<file path="src/hdl/bsm_map.svh">
// Timing figures, limits, defaults and register offsets of the setup menu
`ifndef BSM_MAP_SVH
`define BSM_MAP_SVH
`define BSM_CLK_MHZ 200
`define BSM_DEB_MS 20
`define BSM_ENTER_MS 3000
`define BSM_EXIT_MS 3000
`define BSM_TRIM_MS 500
`define BSM_IDLE_MS 5000
`define BSM_REP_MS 200
`define BSM_MAGIC 16'h5a3c
`define BSM_W_DISP 4'h1
`define BSM_W_UNIT 4'h2
`define BSM_W_FLOOR 4'h3
`define BSM_W_CEIL 4'h4
`define BSM_W_PRES 4'h5
`define BSM_W_HB 4'h7
`define BSM_W_TB 4'h8
`define BSM_W_GB 4'h9
`define BSM_W_RATE 4'ha
`define BSM_W_SPEED 4'hb
`define BSM_W_CHECK 4'hc
`define BSM_W_ENDB 4'hd
`define BSM_W_SP 4'hf
`define BSM_FLOOR_DEF 16'h0014
`define BSM_FLOOR_MIN 16'h0000
`define BSM_CEIL_DEF 16'h0023
`define BSM_CEIL_MAX 16'h0032
`define BSM_SP_DEF 16'h0016
`define BSM_PRES_DEF 16'h03f5
`define BSM_PRES_MIN 16'h02a5
`define BSM_PRES_MAX 16'h03f8
`define BSM_PRES_US_STEP 16'h0003
`define BSM_HB_LIM 16'h012c
`define BSM_TB_LIM 16'h012c
`define BSM_GB_LIM 16'h01f4
`define BSM_RATE_DEF 16'h0001
`define BSM_SPEED_MAX 16'h0005
`define BSM_CHECK_MAX 16'h0002
`define BSM_DISP_MAX 16'h0007
`define BSM_F_MUL 32'h0000_0009
`define BSM_F_DIV 32'h0000_0005
`define BSM_F_OFS 32'h0000_0140
`define BSM_INHG_MUL 32'h0000_04ba
`define BSM_INHG_RND 32'h0000_0800
`define BSM_INHG_SH 12
`define BSM_A_STATUS 3'h0
`define BSM_A_SETPT 3'h1
`define BSM_A_CONFIG 3'h2
`define BSM_A_LIMITS 3'h3
`define BSM_A_PRES 3'h4
`define BSM_A_BIAS_A 3'h5
`define BSM_A_BIAS_B 3'h6
`define BSM_A_CTRL 3'h7
`endif

</file>
<file path="src/hdl/bsm_unused.sv">
// (intentionally empty)

</file>
<file path="src/hdl/bsm_pkg.sv">
// Types shared by the setup menu design
`default_nettype none
package bsm_pkg;
  typedef enum logic [3:0] {
    IT_DISP, IT_UNIT, IT_FLOOR, IT_CEIL, IT_PRES, IT_TRIM, IT_HBIAS,
    IT_TBIAS, IT_GBIAS, IT_RATE, IT_SPEED, IT_CHECK, IT_ENDB, IT_RESTORE
  } bsm_item_e;
  typedef enum logic [2:0] {
    MD_LOAD, MD_HOME, MD_SETPT, MD_BROWSE, MD_EDIT, MD_TRIM
  } bsm_mode_e;
  typedef struct packed {
    logic [2:0] layout;
    logic us_units;
    logic edit_mark;
    logic menu_on;
    logic sp_view;
    logic [3:0] item;
    logic signed [15:0] value;
  } bsm_disp_s;
  typedef struct packed {
    logic signed [15:0] temp;
    logic signed [15:0] hum;
    logic signed [15:0] gas;
  } bsm_meas_s;
  typedef struct packed {
    logic auto_rate;
    logic [2:0] speed;
    logic [1:0] check;
    logic two_stop;
  } bsm_serial_s;
endpackage : bsm_pkg
`default_nettype wire

</file>
<file path="src/hdl/bsm_debounce.sv">
// Two-flop synchroniser and stability filter for the push buttons
`default_nettype none
module bsm_debounce #(
  parameter int W = 3,
  parameter int CNT = 4000000
)(
  input wire logic clk_sys_i, // System clock
  input wire logic rst_i, // Async reset, high
  input wire logic [W-1:0] raw_i, // Raw button pins
  output logic [W-1:0] level_o // Clean button levels
);
  localparam int CW = $clog2(CNT + 1);
  typedef struct packed {
    logic [W-1:0] s1;
    logic [W-1:0] s2;
    logic [W-1:0] lvl;
    logic [W-1:0][CW-1:0] cnt;
  } bsm_deb_s;
  bsm_deb_s s;
  bsm_deb_s n;

  // Level flips only after the pin stays changed for CNT cycles
  always_comb
  begin
    n = s;
    n.s1 = raw_i;
    n.s2 = s.s1;
    for (int i = 0; i < W; i++)
    begin
      if (s.s2[i] == s.lvl[i])
        n.cnt[i] = '0;
      else if (s.cnt[i] == CW'(CNT - 1))
      begin
        n.lvl[i] = s.s2[i];
        n.cnt[i] = '0;
      end
      else
        n.cnt[i] = s.cnt[i] + 1'b1;
    end
  end

  // State register
  always_ff @(posedge clk_sys_i or posedge rst_i)
  begin
    if (rst_i)
      s <= '0;
    else
      s <= n;
  end

  assign level_o = s.lvl;
endmodule : bsm_debounce
`default_nettype wire

</file>
<file path="src/hdl/bsm_store.sv">
// Non-volatile parameter word store with registered read data
`default_nettype none
module bsm_store #(
  parameter int W = 16,
  parameter int D = 16,
  parameter int AW = $clog2(D)
)(
  input wire logic clk_sys_i, // System clock
  input wire logic we_i, // Write strobe
  input wire logic [AW-1:0] addr_i, // Word address
  input wire logic [W-1:0] wdata_i, // Write data
  output logic [W-1:0] rdata_o // Read data, one cycle late
);
  typedef struct packed {
    logic [D-1:0][W-1:0] mem;
    logic [W-1:0] rd;
  } bsm_mem_s;
  bsm_mem_s s;
  bsm_mem_s n;

  // Contents are kept across resets on purpose
  always_comb
  begin
    n = s;
    n.rd = s.mem[addr_i];
    if (we_i)
      n.mem[addr_i] = wdata_i;
  end

  // Storage register
  always_ff @(posedge clk_sys_i)
  begin
    s <= n;
  end

  assign rdata_o = s.rd;
endmodule : bsm_store
`default_nettype wire

</file>
<file path="src/hdl/bsm_top.sv">
// Button-driven setup menu, parameter store and AHB-Lite status slave
//
// Overview of operation
// Up and down held together 3 s on home screen enters menu.
// In menu, up or down press steps to next or previous item.
// Both pressed on an item enters edit, lights edit mark.
// Both pressed again in edit stores value and leaves edit.
// Down alone held 3 s in menu returns to home screen.
// Display select picks one of eight home layouts.
// Unit select gives metric or US units for shown values.
// Floor defaults 20, steps 1, ranges 0 to ceiling.
// Stored floor above set point raises set point to floor.
// Ceiling defaults 35, steps 1, ranges floor to 50.
// Stored ceiling below set point lowers set point to ceiling.
// Holding up or down repeats steps while editing limits.
// Pressure defaults 1013, 677 to 1016 hPa, unit-dependent step.
// Humidity bias 0, plus or minus 30.0 %, added to humidity.
// Temperature bias 0, plus or minus 30.0, added to temperature.
// Gas bias 0, plus or minus 500 ppm, added to gas.
// Rate detect on forces eight data bits, no parity, one stop.
// Line speed six rates, visible only with rate detect off.
// Parity choice none, even, odd, visible only with detect off.
// Stop bits one or two, visible only with detect off.
// Factory restore yes resets all settings, then resets device.
// Gas trim: down 0.5 s captures zero, then up 0.5 s span.
// Home up/down steps set point; 5 s idle saves, goes home.
// Stored parameters kept in store and reloaded at power-on.
// Buttons synchronised and debounced before hold timing.
//
// Local design decisions: the AHB-Lite register port and the register addresses.
`default_nettype none
`include "bsm_map.svh"
module bsm_top
  import bsm_pkg::*;
#(
  parameter int DEB_CYC = `BSM_DEB_MS * `BSM_CLK_MHZ * 1000,
  parameter int ENTER_CYC = `BSM_ENTER_MS * `BSM_CLK_MHZ * 1000,
  parameter int EXIT_CYC = `BSM_EXIT_MS * `BSM_CLK_MHZ * 1000,
  parameter int TRIM_CYC = `BSM_TRIM_MS * `BSM_CLK_MHZ * 1000,
  parameter int IDLE_CYC = `BSM_IDLE_MS * `BSM_CLK_MHZ * 1000,
  parameter int REP_CYC = `BSM_REP_MS * `BSM_CLK_MHZ * 1000
)(
  input wire logic clk_sys_i, // System clock
  input wire logic rst_i, // Async reset, high
  input wire logic up_btn_i, // Up button pin
  input wire logic mid_btn_i, // Middle button pin
  input wire logic down_btn_i, // Down button pin
  input wire bsm_meas_s meas_i, // Measured values
  input wire logic hsel_i, // AHB select
  input wire logic [31:0] haddr_i, // AHB address
  input wire logic [1:0] htrans_i, // AHB transfer type
  input wire logic hwrite_i, // AHB write
  input wire logic [2:0] hsize_i, // AHB size
  input wire logic [31:0] hwdata_i, // AHB write data
  input wire logic hready_i, // AHB ready in
  output logic [31:0] hrdata_o, // AHB read data
  output logic hreadyout_o, // AHB ready out
  output logic hresp_o, // AHB response
  output bsm_disp_s disp_o, // Display drive
  output bsm_meas_s shown_o, // Biased shown values
  output logic [15:0] pres_o, // Pressure, hPa or 0.1 inHg
  output bsm_serial_s serial_o, // Serial line setup
  output logic zero_cap_o, // Zero capture pulse
  output logic span_cap_o, // Span capture pulse
  output logic override_o, // Override pulse
  output logic dev_reset_o // Device reset pulse
);
  localparam logic [15:0][15:0] PW_DEF = {
    `BSM_SP_DEF, 16'h0000, 16'h0000, 16'h0000, 16'h0000, `BSM_RATE_DEF,
    16'h0000, 16'h0000, 16'h0000, 16'h0000, `BSM_PRES_DEF, `BSM_CEIL_DEF,
    `BSM_FLOOR_DEF, 16'h0000, 16'h0000, `BSM_MAGIC};

  typedef struct packed {
    bsm_mode_e mode;
    bsm_item_e item;
    logic [15:0][15:0] pw;
    logic signed [15:0] ev;
    logic [1:0] prev;
    logic mid_prev;
    logic [29:0] hold;
    logic [29:0] rep;
    logic [29:0] idle;
    logic zero_done;
    logic [4:0] cnt;
    logic saving;
    logic save_req;
    logic restore_pend;
    logic menu_en;
    logic a_act;
    logic a_wr;
    logic [2:0] a_idx;
    logic [31:0] hrdata;
    bsm_disp_s disp;
    bsm_meas_s shown;
    logic [15:0] pres;
    bsm_serial_s serial;
    logic zcap;
    logic scap;
    logic ovr;
    logic devrst;
  } bsm_top_s;
  bsm_top_s s;
  bsm_top_s n;

  logic [2:0] btn_db;
  logic [1:0] btn;
  logic chg;
  logic up_ev;
  logic dn_ev;
  logic both_ev;
  logic rep_ev;
  logic [15:0] mem_rd;
  logic signed [15:0] sp;
  logic signed [31:0] tf;

  function automatic logic signed [15:0] bsm_clamp(
    input logic signed [15:0] v,
    input logic signed [15:0] lo,
    input logic signed [15:0] hi
  );
    return (v < lo) ? lo : ((v > hi) ? hi : v);
  endfunction : bsm_clamp

  function automatic logic [3:0] bsm_widx(input bsm_item_e it);
    return 4'(it) + 4'h1;
  endfunction : bsm_widx

  // Step an edited value within the item's range
  function automatic logic signed [15:0] bsm_step(
    input bsm_item_e it,
    input logic signed [15:0] v,
    input logic up,
    input logic [15:0][15:0] pw
  );
    logic signed [15:0] lo;
    logic signed [15:0] hi;
    logic signed [15:0] d;
    lo = 16'sh0000;
    hi = 16'sh0001;
    d = 16'sh0001;
    case (it)
      IT_DISP: hi = `BSM_DISP_MAX;
      IT_FLOOR:
      begin
        lo = `BSM_FLOOR_MIN;
        hi = pw[`BSM_W_CEIL];
      end
      IT_CEIL:
      begin
        lo = pw[`BSM_W_FLOOR];
        hi = `BSM_CEIL_MAX;
      end
      IT_PRES:
      begin
        lo = `BSM_PRES_MIN;
        hi = `BSM_PRES_MAX;
        if (pw[`BSM_W_UNIT][0])
          d = `BSM_PRES_US_STEP;
      end
      IT_HBIAS:
      begin
        lo = -`BSM_HB_LIM;
        hi = `BSM_HB_LIM;
      end
      IT_TBIAS:
      begin
        lo = -`BSM_TB_LIM;
        hi = `BSM_TB_LIM;
      end
      IT_GBIAS:
      begin
        lo = -`BSM_GB_LIM;
        hi = `BSM_GB_LIM;
      end
      IT_SPEED: hi = `BSM_SPEED_MAX;
      IT_CHECK: hi = `BSM_CHECK_MAX;
      default: hi = 16'sh0001;
    endcase
    return bsm_clamp(up ? v + d : v - d, lo, hi);
  endfunction : bsm_step

  // Next or previous item, hiding serial items under rate detect
  function automatic bsm_item_e bsm_next(
    input bsm_item_e it,
    input logic up,
    input logic auto_rate
  );
    bsm_item_e r;
    if (up)
      r = (it == IT_RESTORE) ? IT_DISP : bsm_item_e'(4'(it) + 4'h1);
    else
      r = (it == IT_DISP) ? IT_RESTORE : bsm_item_e'(4'(it) - 4'h1);
    if (auto_rate && (r == IT_SPEED || r == IT_CHECK || r == IT_ENDB))
      r = up ? IT_RESTORE : IT_RATE;
    return r;
  endfunction : bsm_next

  // Button conditioning
  bsm_debounce #(
    .W(3),
    .CNT(DEB_CYC)
  ) u_deb (
    .clk_sys_i(clk_sys_i),
    .rst_i(rst_i),
    .raw_i({up_btn_i, mid_btn_i, down_btn_i}),
    .level_o(btn_db)
  );

  // Parameter words survive reset here
  bsm_store #(
    .W(16),
    .D(16)
  ) u_store (
    .clk_sys_i(clk_sys_i),
    .we_i(s.saving),
    .addr_i(s.cnt[3:0]),
    .wdata_i(s.pw[s.cnt[3:0]]),
    .rdata_o(mem_rd)
  );

  // Button events and derived values
  assign btn = {btn_db[2], btn_db[0]};
  assign chg = btn != s.prev;
  assign up_ev = chg && btn == 2'b10;
  assign dn_ev = chg && btn == 2'b01;
  assign both_ev = chg && btn == 2'b11;
  assign rep_ev = !chg && btn != 2'b00 && s.rep == 30'(REP_CYC - 1);
  assign sp = s.pw[`BSM_W_SP];
  assign tf = 32'(meas_i.temp + s.pw[`BSM_W_TB]) * `BSM_F_MUL / `BSM_F_DIV + `BSM_F_OFS;

  // Next state
  always_comb
  begin
    n = s;
    n.zcap = 1'b0;
    n.scap = 1'b0;
    n.ovr = 1'b0;
    n.devrst = 1'b0;
    n.prev = btn;
    n.mid_prev = btn_db[1];
    if (chg || btn == 2'b00)
    begin
      n.hold = '0;
      n.rep = '0;
    end
    else
    begin
      if (~&s.hold)
        n.hold = s.hold + 30'h1;
      n.rep = rep_ev ? 30'h0 : s.rep + 30'h1;
    end
    if (btn_db[1] && !s.mid_prev && (s.mode == MD_HOME || s.mode == MD_SETPT))
      n.ovr = 1'b1;
    // Background save sweep of all words
    if (s.saving)
    begin
      n.cnt = s.cnt + 5'h1;
      if (s.cnt == 5'h0f)
      begin
        n.saving = 1'b0;
        n.cnt = '0;
        n.devrst = s.restore_pend;
        n.restore_pend = 1'b0;
      end
    end
    else if (s.save_req && s.mode != MD_LOAD)
    begin
      n.saving = 1'b1;
      n.save_req = 1'b0;
      n.cnt = '0;
    end
    case (s.mode)
      MD_LOAD:
      begin
        n.cnt = s.cnt + 5'h1;
        if (s.cnt != 5'h00)
          n.pw[4'(s.cnt - 5'h1)] = mem_rd;
        // Blank or unknown store contents fall back to defaults
        if (s.cnt == 5'h01 && mem_rd == `BSM_MAGIC)
          n.mode = MD_LOAD;
        else if (s.cnt == 5'h01)
        begin
          n.pw = PW_DEF;
          n.save_req = 1'b1;
          n.cnt = '0;
          n.mode = MD_HOME;
        end
        else if (s.cnt == 5'h10)
        begin
          n.cnt = '0;
          n.mode = MD_HOME;
        end
      end
      MD_HOME:
      begin
        if (up_ev || dn_ev)
        begin
          n.mode = MD_SETPT;
          n.idle = '0;
        end
        else if (btn == 2'b11 && s.menu_en && s.hold == 30'(ENTER_CYC - 1))
        begin
          n.mode = MD_BROWSE;
          n.item = IT_DISP;
        end
      end
      MD_SETPT:
      begin
        n.idle = s.idle + 30'h1;
        if (up_ev || dn_ev || rep_ev)
        begin
          n.idle = '0;
          n.pw[`BSM_W_SP] = bsm_clamp(sp + (btn[1] ? 16'sh1 : -16'sh1),
            s.pw[`BSM_W_FLOOR], s.pw[`BSM_W_CEIL]);
        end
        else if (btn != 2'b00)
          n.idle = '0;
        else if (s.idle == 30'(IDLE_CYC - 1))
        begin
          n.mode = MD_HOME;
          n.save_req = 1'b1;
        end
      end
      MD_BROWSE:
      begin
        if (up_ev || dn_ev)
          n.item = bsm_next(s.item, up_ev, s.pw[`BSM_W_RATE][0]);
        else if (both_ev && s.item == IT_TRIM)
        begin
          n.mode = MD_TRIM;
          n.zero_done = 1'b0;
        end
        else if (both_ev)
        begin
          n.mode = MD_EDIT;
          n.ev = s.pw[bsm_widx(s.item)];
        end
        else if (btn == 2'b01 && s.hold == 30'(EXIT_CYC - 1))
          n.mode = MD_HOME;
      end
      MD_EDIT:
      begin
        if (up_ev || dn_ev)
          n.ev = bsm_step(s.item, s.ev, up_ev, s.pw);
        else if (rep_ev && (s.item == IT_FLOOR || s.item == IT_CEIL))
          n.ev = bsm_step(s.item, s.ev, btn[1], s.pw);
        else if (both_ev)
        begin
          n.mode = MD_BROWSE;
          n.save_req = 1'b1;
          n.pw[bsm_widx(s.item)] = s.ev;
          if (s.item == IT_FLOOR && s.ev > sp)
            n.pw[`BSM_W_SP] = s.ev;
          if (s.item == IT_CEIL && s.ev < sp)
            n.pw[`BSM_W_SP] = s.ev;
          if (s.item == IT_RESTORE && s.ev != 16'sh0)
          begin
            n.pw = PW_DEF;
            n.restore_pend = 1'b1;
          end
        end
      end
      MD_TRIM:
      begin
        if (btn == 2'b01 && s.hold == 30'(TRIM_CYC - 1))
        begin
          n.zcap = 1'b1;
          n.zero_done = 1'b1;
        end
        else if (btn == 2'b10 && s.zero_done && s.hold == 30'(TRIM_CYC - 1))
        begin
          n.scap = 1'b1;
          n.mode = MD_BROWSE;
        end
      end
      default: n.mode = MD_HOME;
    endcase
    // Bus data phase: writes to set point and control
    if (s.a_act && s.a_wr)
    begin
      if (s.a_idx == `BSM_A_SETPT)
      begin
        n.pw[`BSM_W_SP] = bsm_clamp(hwdata_i[15:0],
          s.pw[`BSM_W_FLOOR], s.pw[`BSM_W_CEIL]);
        n.save_req = 1'b1;
      end
      else if (s.a_idx == `BSM_A_CTRL)
        n.menu_en = hwdata_i[0];
    end
    // Bus address phase: capture and read answer
    n.a_act = hsel_i && hready_i && htrans_i[1] && haddr_i[31:5] == 27'h0;
    n.a_wr = hwrite_i;
    n.a_idx = haddr_i[4:2];
    n.hrdata = 32'h0;
    if (n.a_act && !hwrite_i)
    begin
      case (haddr_i[4:2])
        `BSM_A_STATUS: n.hrdata = {19'h0, s.menu_en, s.saving, s.mode, 4'(s.item), 1'b0,
          s.disp.edit_mark, s.disp.menu_on, s.disp.sp_view};
        `BSM_A_SETPT: n.hrdata = {16'h0, s.pw[`BSM_W_SP]};
        `BSM_A_CONFIG: n.hrdata = {21'h0, s.pw[`BSM_W_ENDB][0],
          s.pw[`BSM_W_CHECK][1:0], s.pw[`BSM_W_SPEED][2:0], s.pw[`BSM_W_RATE][0],
          s.pw[`BSM_W_UNIT][0], s.pw[`BSM_W_DISP][2:0]};
        `BSM_A_LIMITS: n.hrdata = {s.pw[`BSM_W_CEIL], s.pw[`BSM_W_FLOOR]};
        `BSM_A_PRES: n.hrdata = {16'h0, s.pw[`BSM_W_PRES]};
        `BSM_A_BIAS_A: n.hrdata = {s.pw[`BSM_W_TB], s.pw[`BSM_W_HB]};
        `BSM_A_BIAS_B: n.hrdata = {16'h0, s.pw[`BSM_W_GB]};
        `BSM_A_CTRL: n.hrdata = {31'h0, s.menu_en};
        default: n.hrdata = 32'h0;
      endcase
    end
    // Display, shown values and serial setup
    n.disp.layout = s.pw[`BSM_W_DISP][2:0];
    n.disp.us_units = s.pw[`BSM_W_UNIT][0];
    n.disp.edit_mark = s.mode == MD_EDIT;
    n.disp.menu_on = s.mode == MD_BROWSE || s.mode == MD_EDIT || s.mode == MD_TRIM;
    n.disp.sp_view = s.mode == MD_SETPT;
    n.disp.item = 4'(s.item);
    n.disp.value = (s.mode == MD_EDIT) ? s.ev :
      ((s.mode == MD_SETPT) ? sp : s.pw[bsm_widx(s.item)]);
    n.shown.hum = meas_i.hum + s.pw[`BSM_W_HB];
    n.shown.gas = meas_i.gas + s.pw[`BSM_W_GB];
    n.shown.temp = meas_i.temp + s.pw[`BSM_W_TB];
    if (s.pw[`BSM_W_UNIT][0])
    begin
      n.shown.temp = 16'(tf);
      n.pres = 16'((32'(s.pw[`BSM_W_PRES]) * `BSM_INHG_MUL + `BSM_INHG_RND)
        >> `BSM_INHG_SH);
    end
    else
      n.pres = s.pw[`BSM_W_PRES];
    n.serial.auto_rate = s.pw[`BSM_W_RATE][0];
    n.serial.speed = s.pw[`BSM_W_SPEED][2:0];
    n.serial.check = s.pw[`BSM_W_RATE][0] ? 2'h0 : s.pw[`BSM_W_CHECK][1:0];
    n.serial.two_stop = !s.pw[`BSM_W_RATE][0] && s.pw[`BSM_W_ENDB][0];
  end

  // State register
  always_ff @(posedge clk_sys_i or posedge rst_i)
  begin
    if (rst_i)
    begin
      s <= '0;
      s.mode <= MD_LOAD;
      s.pw <= PW_DEF;
      s.menu_en <= 1'b1;
    end
    else
      s <= n;
  end

  assign hrdata_o = s.hrdata;
  assign hreadyout_o = !rst_i || 1'b1;
  assign hresp_o = 1'b0;
  assign disp_o = s.disp;
  assign shown_o = s.shown;
  assign pres_o = s.pres;
  assign serial_o = s.serial;
  assign zero_cap_o = s.zcap;
  assign span_cap_o = s.scap;
  assign override_o = s.ovr;
  assign dev_reset_o = s.devrst;
endmodule : bsm_top
`default_nettype wire

</file>
<file path="config.mk">
export PLATFORM = sky130hd
export DESIGN_NAME = bsm_top
export DESIGN_NICKNAME = d
export VERILOG_FILES = /design/src/hdl/bsm_unused.sv /design/src/hdl/bsm_pkg.sv /design/src/hdl/bsm_debounce.sv /design/src/hdl/bsm_store.sv /design/src/hdl/bsm_top.sv
export VERILOG_INCLUDE_DIRS = /design/src /design/src/hdl
export SDC_FILE = /design/constraint.sdc
export NUM_CORES = 2
export LEC_CHECK = 0
export ABC_AREA = 1
export BUFFER_PORTS_ARGS = -buffer_cell sky130_fd_sc_hd__buf_2
export CORE_MARGIN = 8
export CORE_UTILIZATION = 55
export CTS_BUF_LIST = sky130_fd_sc_hd__clkbuf_4
export CTS_CLUSTER_SIZE = 40
export DETAILED_ROUTE_END_ITERATION = 8
export PLACE_DENSITY = 0.82
export SYNTH_ARGS = -nofsm -noshare
export SYNTH_HDL_FRONTEND = slang
export SYNTH_HIERARCHICAL = 1
export SYNTH_SLANG_ARGS = --single-unit
</file>
<file path="constraint.sdc">
create_clock -name clk_sys_i -period 37.8 [get_ports clk_sys_i]
set_input_delay 1.89 -clock clk_sys_i [delete_from_list [all_inputs] [get_ports clk_sys_i]]
set_output_delay 1.89 -clock clk_sys_i [all_outputs]
set_load 0.005 [all_outputs]
</file>
==> impl_metrics.tcl <==
set metrics [dict create \
    cpPeakStageDelay_ns 0.37 \
    grt_antenna_before_repair 27 \
    synth_ff_type "sky130_fd_sc_hd__dfrtp_1" \
    switching_fraction 0.4804 \
    timing.final.hold_violations 0 \
    post_drt_via_cell_ratio 6.329 \
    die_h_um 344.5 \
    tritoncts_clock_tree "yes" \
    drc_errors 18 \
    dr.pass1.iters 9 \
    end_kind "flip-flop" \
    maxSlewViolCount 5 \
    cts.hold.buffers_added 0 \
    mappedNetlistNets 8210 \
    timing.critical_path.mode_cell "sky130_fd_sc_hd__nand2_2" \
    final.period_utilization 0.3015 \
    worst-slew-pin-transition_ns 1.691 \
    failed_checks "DRC, capacitance limit, slew limit" \
    finClkSkew_ns 0.1395 \
    netlist_instances 7692 \
    grt_start_max_net_pins 101 \
    avgRoutedWirePerCell_um 26.18 \
    mappedNetlistArea_um2 59370 \
    yosys.area.top_type "sky130_fd_sc_hd__dfrtp_1" \
    drt.antenna.violating_nets 0 \
    hpwl_mm 176.9 \
    placeableCoreArea_um2 107100 \
    chipWidth_um 344.5 \
    finish.net_count 8326 \
    timing.critical_path.slowest_stage_cell "sky130_fd_sc_hd__xor2_1" \
    rows 120 \
    critPathLaunchType "input pin" \
    numCtsBuffers 233 \
    share_of_final_layout_standard_cells_stronger_than_drive_strength_1 0.1216 \
    power.ir.vdd_worst_uv 351.9 \
    globalRoute.totalOverflow 0 \
    grt_setup_unrepaired "false" \
    clock_tree.htree_level_count 4 \
    dr_total_vias 59664 \
    cp_data_required_time_ns 38.99 \
    grt_pass1_wl_mm 355.6 \
    slew-limit-headroom -0.1303 \
    port_buffers 236 \
    p_sw_mw 2.049 \
    drt_iter0_markers 8719 \
    clk_pin_slew_ns 0.06 \
    type_of_the_worst_setup_path "in2reg" \
    power.combinational.fraction 0.569 \
    clk_root_buffer_cell "sky130_fd_sc_hd__clkbuf_4" \
    setup-tns-final_ns 0 \
    synth_enable_flop_cells 256 \
    setup_violations 0 \
    design.portCount 261 \
    static-leakage-power_nw 28.97 \
    synth_sequential_area_ratio 0.3867 \
    avgSynthCellArea_um2 7.718 \
    cts_sinks 868 \
    synthToLayoutAreaGrowth_pct 7.661 \
    synthDominantCellAreaShare 0.2403 \
    clock_tree.buffer_depth 3 \
    initial_utilization 0.5545 \
    cellInternalPower_mw 2.216 \
    timing.critical_path.fanout_max 7 \
    synth_async_sr_flop_share 0.6866 \
    hold_path_class "reg2reg" \
    grt_pass1_vias 56009 \
    gp_congestion 1.130 \
    max_capacitance_violation_count 2 \
    power_per_cell_area_nw_per_um2 66.73 \
    yosysWarnings 6 \
    p_clk_frac 0.204 \
    layout.cells.most_common "sky130_fd_sc_hd__nand2_1" \
    drt_wl_total_mm 246.8 \
    post_cts.resized_instances 0 \
    cp_data_arrival_time_ns 12.59 \
    synthDistinctLibCells 78 \
    postSynthRegisterBits 868 \
    stdcell_area_um2 63910 \
    placedInstanceArea_um2 60760 \
    timing.final.crit_period_ns 11.40 \
    fp.dieArea_um2 118700 \
    power.share.sequential 0.227 \
    fmax_mhz 87.75 \
    global_route.usage.total 0.4030 \
    result_of_the_run "finished with violations" \
    cts_post_setup_buffers_inserted 0 \
    post_synth_main_area_contributors "sky130_fd_sc_hd__dfrtp_1 24%, sky130_fd_sc_hd__edfxtp_1 13%, sky130_fd_sc_hd__nand2_1 11%" \
    layout.cells.most_common_list "1746 x sky130_fd_sc_hd__nand2_1, 858 x sky130_fd_sc_hd__inv_1, 817 x sky130_fd_sc_hd__o21ai_0" \
    clk_latency_ns 1.31 \
]
## cell type report
cell class,instances,area (µm²)
Multi-Input combinational cell,5436,30580
Antenna cell,21,52.55
Clock inverter,84,476.7
Tap cell,1403,1755
Timing Repair Buffer,346,2011
Clock buffer,346,2597
Sequential cell,868,22970
Fill cell,9706,43140
Inverter,923,3477
## synthesized netlist by cell type, types with 153 or more instances
master,count
sky130_fd_sc_hd__nand2_1,1746
sky130_fd_sc_hd__inv_1,863
sky130_fd_sc_hd__o21ai_0,817
sky130_fd_sc_hd__a21oi_1,624
sky130_fd_sc_hd__dfrtp_1,570
sky130_fd_sc_hd__nor2_1,458
sky130_fd_sc_hd__ha_1,338
sky130_fd_sc_hd__o22ai_1,259
sky130_fd_sc_hd__edfxtp_1,256
sky130_fd_sc_hd__clkbuf_1,243
sky130_fd_sc_hd__nand3_1,223
sky130_fd_sc_hd__buf_4,153
## routing by layer
layer  vias to the layer above  global-route usage  part of all wire
li1                      26234                   -                 -
met1                     27935              0.4842              0.36
met2                      4299              0.5876              0.41
met3                      1174              0.1480              0.13
met4                        22              0.3034             0.092
met5                         -                   0           0.00057
## power groups by stage
stage | logic, mW | clock network [mW] | registers [mW]
3_5_place_dp | 2.38 | 0 | 0.986
4_1_cts | 2.39 | 0.878 | 0.968
3_3_place_gp | 2.35 | 0 | 0.986
5_1_grt | 2.75 | 0.931 | 0.967
2_1_floorplan | 2.06 | 0 | 0.986
6_report | 2.43 | 0.870 | 0.968
## path summary, 6_finish.rpt
path	startpoint	to	slack, ns	cells after the start
worst max-delay path	meas_i[34]	shown_o[32]$_DFF_PP0_	26.40	93
worst min-delay path	u_deb/n[71]$_DFF_PP0_	u_deb/s[71]$_DFF_PP0_	0.35	0
worst max register to register	s[388]$_DFFE_PP0P_	shown_o[32]$_DFF_PP0_	26.59	92
worst min register to register	u_deb/n[71]$_DFF_PP0_	u_deb/s[71]$_DFF_PP0_	0.35	0
max in group asynchronous	rst_i	s[173]$_DFFE_PP0P_	34.88	4
min in group asynchronous	rst_i	s[288]$_DFFE_PP0P_	0.65	2
## metrics by stage
stage | std cells | utilization | power [mW] | hold slack [ns] | setup WS (ns)
4_1_cts | 9405 | 0.5963 | 4.238 | 0.3505 | 26.57
3_3_place_gp | 8975 | 0.5676 | 3.332 | 0.3365 | 25.58
6_report | 9427 | 0.5970 | 4.265 | 0.3491 | 26.40
5_1_grt | 9410 | 0.5966 | 4.643 | 0.3568 | 25.35
2_1_floorplan | 7692 | - | 3.043 | 0.3312 | 21.40
3_5_place_dp | 8975 | 0.5676 | 3.369 | 0.3371 | 25.26
## logic make-up after synthesis
kind of cell / after synthesis / synth area share
and+or+nand+nor: 2824 / 0.2020
AOI/OAI and AO/OA: 2030 / 0.1932
adders and majority gates: 393 / 0.08978
xor gates and xnor gates: 186 / 0.02769
other: 2 / 0.0001265
buffers and inverters: 1388 / 0.1003
DFF: 868 / 0.3867
muxes: 1 / 0.0001897
## flip-flops by register name (all words and copies together), names as in the netlist
signal and flops:
s 359, u_store/s 256, u_deb/s 69, shown_o 48
hrdata_o 32, disp_o 27, pres_o 16, sp 16
u_store/rdata_o 16, n 12, serial_o 7, u_deb/level_o 3
u_deb/n 3, dev_reset_o 1, override_o 1, span_cap_o 1
zero_cap_o 1
## critical path, delay by kind of cell
kind,cells,cell delay (ns)
xor+xnor,2,0.66
compound gates,7,1.64
buf+inv,11,0.87
fa+ha+maj,4,1.26
simple gates,69,6.21
(Power assumes the default switching activity.)
